### src/smr_pkg.sv
// package for the registered state machine rom: widths, config carrier, reset values
package smr_pkg;
    localparam int ADDR_W = 11;
    localparam int DATA_W = 16;
    localparam int DEPTH = 2048;
    localparam logic [10:0] ADDR_ZERO = 11'h000;
    localparam logic [15:0] DATA_ZERO = 16'h0000;
    localparam logic [15:0] INIT_WORD_DEF = 16'h0000;

    // static configuration; a set bit means registered / feedback / active high, except in init_word, which holds the initialise word itself
    typedef struct packed {
        logic [10:0] addr_reg_en;
        logic [10:0] addr_fb_sel;
        logic [15:0] out_reg_en;
        logic [1:0] cs_reg_en;
        logic cs_act_high;
        logic [1:0] init_reg_en;
        logic [15:0] init_word;
    } smr_cfg_t;

    localparam smr_cfg_t CFG_DEF = '{
        addr_reg_en: 11'h7FF,
        addr_fb_sel: 11'h000,
        out_reg_en: 16'hFFFF,
        cs_reg_en: 2'h3,
        cs_act_high: 1'h1,
        init_reg_en: 2'h3,
        init_word: 16'h0000
    };

    localparam smr_cfg_t CFG_ASYNC = '{
        addr_reg_en: 11'h000,
        addr_fb_sel: 11'h000,
        out_reg_en: 16'h0000,
        cs_reg_en: 2'h0,
        cs_act_high: 1'h1,
        init_reg_en: 2'h0,
        init_word: 16'h0000
    };
endpackage : smr_pkg

### src/smr_array.sv
// 2048 x 16 array with combinational read
module smr_array #(
    parameter int AW = smr_pkg::ADDR_W,
    parameter int DW = smr_pkg::DATA_W,
    parameter logic [2**AW*DW-1:0] CONTENTS = '0
) (
    input wire logic [AW-1:0] addr,
    output logic [DW-1:0] data
);
    logic [DW-1:0] mem [2**AW];

    // contents fixed at build time, never written in operation
    always_comb begin
        for (int i = 0; i < 2**AW; i++) begin
            mem[i] = CONTENTS[i*DW +: DW];
        end
    end

    assign data = mem[addr];
endmodule // smr_array

### src/smr_top.sv
// registered state machine rom: address muxes, bypassable registers, select and initialise
// Operation
// - a fixed 2048 by 16 array supplies outputs and state bits
// - array outputs feed back as next state, up to 2048 states
// - every word holds output data plus next-state selecting bits
// - address is 11 bits, each from a pin or from feedback
// - each address bit has its own independent pin or feedback selector
// - all input and output registers share one clock
// - each address, select, initialise and output register captures on rising edge or is bypassed; sync and port flops always capture
// - synchronous chip select plus output enable, both synchronised and registered, gate the outputs
// - sync or async initialise forces outputs and state to initialise word
// - all bypassable registers bypassed makes out_word a combinational rom; the ports still come from flip-flops
// - initialise sampled low by the first init stage shows the initialise word on data_out three edges later with all stages registered
// - chip select polarity programmable, passes two bypassable register stages
// - registered address adds one cycle; bypassed address acts same cycle
module smr_top #(
    parameter smr_pkg::smr_cfg_t CFG = smr_pkg::CFG_DEF,
    parameter logic [2**smr_pkg::ADDR_W*smr_pkg::DATA_W-1:0] CONTENTS = '0
) (
    input wire logic ref_clk,
    input wire logic rst,
    input wire logic [10:0] addr_pin,
    input wire logic chip_sel,
    input wire logic init_n,
    input wire logic out_en_n,
    output logic [15:0] data_out,
    output logic [15:0] data_oe,
    output logic [15:0] state_word
);
    localparam int AW = smr_pkg::ADDR_W;
    localparam int DW = smr_pkg::DATA_W;

    // pin inputs: three-stage synchronisers, change accepted once stages 2 and 3 agree
    logic [AW+2:0] sync1_ff, sync2_ff, sync3_ff, clean_ff;
    logic [AW+2:0] nxt_clean;
    logic [AW+2:0] pins_raw;
    assign pins_raw = {out_en_n, init_n, chip_sel, addr_pin};
    // idle levels: a zero in the init stages would fake an initialise on the first edge after reset
    localparam logic [AW+2:0] PIN_IDLE = {1'h1, 1'h1, ~CFG.cs_act_high, smr_pkg::ADDR_ZERO};

    always_comb begin
        for (int i = 0; i < AW + 3; i++) begin
            nxt_clean[i] = (sync2_ff[i] == sync3_ff[i]) ? sync3_ff[i] : clean_ff[i];
        end
    end

    always_ff @(posedge ref_clk) begin
        if (rst) begin
            sync1_ff <= PIN_IDLE;
            sync2_ff <= PIN_IDLE;
            sync3_ff <= PIN_IDLE;
            clean_ff <= PIN_IDLE;
        end else begin
            sync1_ff <= pins_raw;
            sync2_ff <= sync1_ff;
            sync3_ff <= sync2_ff;
            clean_ff <= nxt_clean;
        end
    end

    logic [AW-1:0] addr_in;
    logic cs_in, init_in_n, oe_in_n;
    assign addr_in = clean_ff[AW-1:0];
    assign cs_in = clean_ff[AW];
    assign init_in_n = clean_ff[AW+1];
    assign oe_in_n = clean_ff[AW+2];

    // registered word: output registers hold both data and state feedback
    logic [DW-1:0] out_ff, nxt_out;
    logic [DW-1:0] word;
    logic [DW-1:0] out_word;
    logic [AW-1:0] addr_ff, nxt_addr;
    logic [AW-1:0] addr_sel, addr_eff;
    logic [1:0] cs_ff, nxt_cs;
    logic [1:0] init_ff, nxt_init;
    logic cs_eff, init_eff, cs_act;

    function automatic logic stage_pick(input logic reg_en, input logic q, input logic d);
        return reg_en ? q : d;
    endfunction

    // feedback comes from the output stage, upper bits above the dedicated outputs
    always_comb begin
        for (int i = 0; i < AW; i++) begin
            addr_sel[i] = CFG.addr_fb_sel[i] ? out_word[DW-AW+i] : addr_in[i];
        end
    end

    always_comb begin
        for (int i = 0; i < AW; i++) begin
            addr_eff[i] = stage_pick(CFG.addr_reg_en[i], addr_ff[i], addr_sel[i]);
        end
    end

    smr_array #(
        .AW(AW),
        .DW(DW),
        .CONTENTS(CONTENTS)
    ) u_array (
        .addr(addr_eff),
        .data(word)
    );

    // select polarity applied before the two stages; each stage bypassable
    assign cs_act = CFG.cs_act_high ? cs_in : ~cs_in;
    logic cs_s1;
    assign cs_s1 = stage_pick(CFG.cs_reg_en[0], cs_ff[0], cs_act);
    assign cs_eff = stage_pick(CFG.cs_reg_en[1], cs_ff[1], cs_s1);

    logic init_s1;
    assign init_s1 = stage_pick(CFG.init_reg_en[0], init_ff[0], ~init_in_n);
    assign init_eff = stage_pick(CFG.init_reg_en[1], init_ff[1], init_s1);

    always_comb begin
        nxt_addr = addr_sel;
        nxt_cs = {cs_s1, cs_act};
        nxt_init = {init_s1, ~init_in_n};
        // initialise wins over array data, reaching state and outputs alike
        nxt_out = init_eff ? CFG.init_word : word;
    end

    always_ff @(posedge ref_clk) begin
        if (rst) begin
            addr_ff <= smr_pkg::ADDR_ZERO;
            cs_ff <= 2'h0;
            init_ff <= 2'h0;
            out_ff <= smr_pkg::DATA_ZERO;
        end else begin
            addr_ff <= nxt_addr;
            cs_ff <= nxt_cs;
            init_ff <= nxt_init;
            out_ff <= nxt_out;
        end
    end

    // bypassed output bits are mealy style, straight from the array
    always_comb begin
        for (int i = 0; i < DW; i++) begin
            out_word[i] = stage_pick(CFG.out_reg_en[i], out_ff[i], nxt_out[i]);
        end
    end

    // ports come from flip-flops, so the pin view lags out_word by one cycle;
    // the trade keeps the boundary glitch free even in bypass mode
    logic [DW-1:0] dout_ff, nxt_dout, oe_ff, nxt_oe, st_ff, nxt_st;
    always_comb begin
        nxt_dout = out_word;
        nxt_st = out_word;
        nxt_oe = (cs_eff && !oe_in_n) ? '1 : '0;
    end

    always_ff @(posedge ref_clk) begin
        if (rst) begin
            dout_ff <= smr_pkg::DATA_ZERO;
            oe_ff <= smr_pkg::DATA_ZERO;
            st_ff <= smr_pkg::DATA_ZERO;
        end else begin
            dout_ff <= nxt_dout;
            oe_ff <= nxt_oe;
            st_ff <= nxt_st;
        end
    end

    assign data_out = dout_ff;
    assign data_oe = oe_ff;
    assign state_word = st_ff;

    // configuration is elaboration-time only, no port can alter it

    property init_word_p;
        @(posedge ref_clk) disable iff (rst)
        (init_eff && CFG.out_reg_en == '1) |=> ##1 (data_out == CFG.init_word);
    endproperty
    init_forces_word_a: assert property (init_word_p)
        else $error("initialise word not shown");

    oe_gated_a: assert property (@(posedge ref_clk) disable iff (rst)
        (oe_in_n || !cs_eff) |=> (data_oe == '0))
        else $error("outputs enabled while deselected");

    oe_on_a: assert property (@(posedge ref_clk) disable iff (rst)
        (!oe_in_n && cs_eff) |=> (data_oe == '1))
        else $error("outputs not enabled while selected");

    addr_latency_a: assert property (@(posedge ref_clk) disable iff (rst)
        1'b1 |=> (addr_ff == $past(addr_sel)))
        else $error("address register missed a cycle");

    state_tracks_a: assert property (@(posedge ref_clk) disable iff (rst)
        1'b1 |=> (state_word == $past(out_word)))
        else $error("state word lags wrong");

    data_state_same_a: assert property (@(posedge ref_clk) disable iff (rst)
        data_out == state_word)
        else $error("data and state disagree");

    out_reg_a: assert property (@(posedge ref_clk) disable iff (rst)
        (!init_eff) |=> (out_ff == $past(word)))
        else $error("output register not loaded from array");

    cs_two_stage_a: assert property (@(posedge ref_clk) disable iff (rst)
        CFG.cs_reg_en[0] |=> ##1 (cs_ff[1] == $past(cs_act, 2)))
        else $error("select stages wrong depth");

    sync_first_a: assert property (@(posedge ref_clk) disable iff (rst)
        1'b1 |=> (sync1_ff == $past(pins_raw)))
        else $error("first sync stage missed a pin value");

    sync_chain_a: assert property (@(posedge ref_clk) disable iff (rst)
        1'b1 |=> (sync2_ff == $past(sync1_ff) && sync3_ff == $past(sync2_ff)))
        else $error("sync chain did not shift");

    clean_accept_a: assert property (@(posedge ref_clk) disable iff (rst)
        (sync2_ff == sync3_ff) |=> (clean_ff == $past(sync3_ff)))
        else $error("agreed pin value not accepted");

    clean_hold_a: assert property (@(posedge ref_clk) disable iff (rst)
        (sync2_ff[AW+1] != sync3_ff[AW+1]) |=> (clean_ff[AW+1] == $past(clean_ff[AW+1])))
        else $error("initialise pin taken before stages agreed");

    sync_reset_a: assert property (@(posedge ref_clk)
        rst |=> (clean_ff == PIN_IDLE && sync3_ff == PIN_IDLE))
        else $error("pin stages not idle after reset");

    fb_select_a: assert property (@(posedge ref_clk) disable iff (rst)
        addr_sel == ((out_word[DW-1:DW-AW] & CFG.addr_fb_sel) | (addr_in & ~CFG.addr_fb_sel)))
        else $error("address selector picked wrong source");

    addr_bypass_a: assert property (@(posedge ref_clk) disable iff (rst)
        addr_eff == ((addr_ff & CFG.addr_reg_en) | (addr_sel & ~CFG.addr_reg_en)))
        else $error("address bypass choice wrong");

    array_read_a: assert property (@(posedge ref_clk) disable iff (rst)
        word == CONTENTS[addr_eff*DW +: DW])
        else $error("array word does not match contents");

    out_bypass_a: assert property (@(posedge ref_clk) disable iff (rst)
        out_word == ((out_ff & CFG.out_reg_en) | (nxt_out & ~CFG.out_reg_en)))
        else $error("output bypass choice wrong");

    cs_stage_one_a: assert property (@(posedge ref_clk) disable iff (rst)
        1'b1 |=> (cs_ff[0] == $past(cs_act)))
        else $error("first select stage missed");

    init_stage_one_a: assert property (@(posedge ref_clk) disable iff (rst)
        1'b1 |=> (init_ff[0] == $past(!init_in_n)))
        else $error("first initialise stage missed");

    init_stage_two_a: assert property (@(posedge ref_clk) disable iff (rst)
        1'b1 |=> (init_ff[1] == $past(init_s1)))
        else $error("second initialise stage missed");

    init_out_a: assert property (@(posedge ref_clk) disable iff (rst)
        init_eff |=> (out_ff == CFG.init_word))
        else $error("initialise word not loaded");

    dout_follow_a: assert property (@(posedge ref_clk) disable iff (rst)
        1'b1 |=> (data_out == $past(out_word)))
        else $error("data pins lag wrong");

    async_rom_a: assert property (@(posedge ref_clk) disable iff (rst)
        (CFG.out_reg_en == '0 && CFG.addr_reg_en == '0 && CFG.addr_fb_sel == '0 && !init_eff)
        |-> (out_word == CONTENTS[addr_in*DW +: DW]))
        else $error("bypassed rom path not combinational");

    oe_whole_a: assert property (@(posedge ref_clk) disable iff (rst)
        (data_oe == '0 || data_oe == '1))
        else $error("output enable bits split");

    reset_clear_a: assert property (@(posedge ref_clk)
        rst |=> (data_out == '0 && data_oe == '0 && state_word == '0))
        else $error("outputs not cleared by reset");

    // covers: the main scenarios that the bench should reach
    init_cov_c: cover property (@(posedge ref_clk) disable iff (rst) init_eff ##2 !init_eff);
    oe_off_c: cover property (@(posedge ref_clk) disable iff (rst) data_oe == '1 ##1 data_oe == '0);
    fb_run_c: cover property (@(posedge ref_clk) disable iff (rst) !init_eff [*4]);
    deselect_c: cover property (@(posedge ref_clk) disable iff (rst) cs_eff ##1 !cs_eff);
endmodule // smr_top

### config.mk
export PLATFORM = sky130hd
export DESIGN_NAME = smr_top
export DESIGN_NICKNAME = d
export VERILOG_FILES = /design/src/smr_pkg.sv /design/src/smr_array.sv /design/src/smr_top.sv
export SDC_FILE = /design/constraint.sdc
export NUM_CORES = 1
export LEC_CHECK = 0
export BUFFER_PORTS_ARGS = -buffer_cell sky130_fd_sc_hd__buf_2
export CAP_MARGIN = 20
export CORE_UTILIZATION = 47
export DETAILED_ROUTE_END_ITERATION = 16
export HOLD_SLACK_MARGIN = 0.1
export PLACE_DENSITY = 0.7
export SYNTH_ARGS = -nofsm -noshare
export SYNTH_HDL_FRONTEND = slang
export SYNTH_HIERARCHICAL = 1
export SYNTH_SLANG_ARGS = --single-unit
### constraint.sdc
create_clock -name ref_clk -period 0.8 [get_ports ref_clk]
set_input_delay 0.04 -clock ref_clk [delete_from_list [all_inputs] [get_ports ref_clk]]
set_output_delay 0.04 -clock ref_clk [all_outputs]
set_load 0.01 [all_outputs]
==> results.ini <==
[status]
status=complete, but fails checks
violations=negative setup slack

[finish]
diodes=0
fillers=282
finalInstanceArea_um2=2063
final-seq-area_um2=1003
drive_gt1_frac=0.4385
post-route-util=0.5949
nets=202
multi_input_area_um2=417.9
synthToLayoutAreaGrowth_pct=17.28

[placement]
dp_hpwl_um=1499
place_ws_ps=22.89
port_buffers=52
placed_area_um2=1740
routabilityCongestion=0.6516

[critical_path]
startpoint_type=flop
crit_arrival_ps=840
critPathCaptureType=primary output
cp.buffers_inverters=1
crit_family=flip-flops
path_cells=buf_2
crit_fanout=16
cp.required_ps=760
crit_slowest_cell=dfxtp_4
critPathMaxStageDelay_ps=400
critical_path_class=reg -> out

[clock_network]
clock_latency_ps=290
cts_setup_buffers=0
cts_num_sinks=49
cts_tree=yes
numCtsBuffers=5
cts_root_buf=clkbuf_8
clk_pin_slew_worst_paths_ps=80
htree_levels=2
clockBufferDepth=2

[die]
start_util=0.5072
die_w_um=63.18
fp-row-count=21
core_area_um2=3468
die_area_um2=3992
fp.dieH_um=63.18
ios=64

[sta]
min_period_over_period=1.096
layout_min_cycle_time_ps=877.0
setup_violations=16
grt_setup_unrepaired=yes
skew_ps=8.817
maxSlewViolCount=0
fin_ws_ps=-77.00
hold_viol=0
timing.fmax_mhz=1140

[route]
initialDrtViolationCount=14
drtAntennaViolNets=0
wl_per_cell_um=9.974
firstDrtPassIters=2
totalWireLength_um=2324
drc_errors=0
vias_per_cell=3.906
route.vias.total=910

[global_routing]
grt_pass1_wl_um=3463
antenna_found_initial=0
grt_max_degree=31
track_usage=0.1148
grt_overflow_total=0
grt_pass1_vias=808

[power]
ir_worst_vdd_v=0.001020
power_mw=4.217
leakagePower_nw=0.9912
powerDensity_nw_per_um2=2044

[yosys]
syn_area_per_cell_um2=10.79
synth_warnings=6
postSynthCellCount=163
syn_area_um2=1759

[job]
maxCapViolations=0

[min_path]
hp-class=in -> reg

[flip-flops by register name, summed over array words and instances (netlist names)]
| signal | count |
|---|---|
| sync1_ff | 3 |
| init_ff | 2 |
| sync3_ff | 3 |
| clean_ff | 3 |
| state_word | 16 |
| data_oe | 1 |
| sync2_ff | 3 |
| cs_ff | 2 |
| nxt_dout | 16 |
[metrics by stage]
step	hold WS, ps	TNS (ps)	cells
finish	153.7	-1204	233
global route	191.2	-2546	233
CTS	167.1	-1431	233
detailed placement	228.4	0	222
global placement	229.5	0	222
floorplan	137.1	0	178
[metal layers]
metal  GRT usage  part of all wire
met1      0.1131              0.40
met2      0.2110              0.53
met3     0.03804             0.046
met4     0.05966             0.018
met5           0                 0
[where the power goes]
part / total [mW] / internal, mW / switching, mW
logic: 0.306 / 0.188 / 0.118
clock network: 1.33 / 0.618 / 0.714
registers: 2.58 / 2.53 / 0.0446
total: 4.22 / 3.34 / 0.877
[what timing repair did]
item,in CTS,in global routing
resized for setup,9,37
endpoints found under the setup margin,23,46
hold buffers,3,0
endpoints found under the hold margin,3,0
[worst paths after layout]
kind / startpoint / to / slack [ps] / depth (start not counted)
min: rst / init_ff[0] / 150 / 2
max: data_oe[14] / data_oe[13] / -80 / 1
max reg2reg: sync2_ff[13] / sync3_ff[13] / 70 / 1
min reg2reg: sync1_ff[13] / sync2_ff[13] / 410 / 1
[placed cells by master, fill, tap and decap left out, drive strengths merged]
cell type,instances
o21bai,2
buf,55
or2,6
o21ai,1
and2,16
nor2b,11
nor3b,1
nor2,4
nand2,1
clkinvlp,1
clkbuf,7
a21oi,3
dfxtp,49
and2b,11
dlygate4sd3,3
conb,16
[layout make-up]
cell class | instances | share of cell area
Sequential cell | 49 | 0.4864
Timing Repair Buffer | 58 | 0.2426
Clock inverter | 1 | 0.003639
Tap cell | 46 | 0.02790
Clock buffer | 7 | 0.03699
Multi-Input combinational cell | 72 | 0.2025
(Power assumes the default switching activity.)
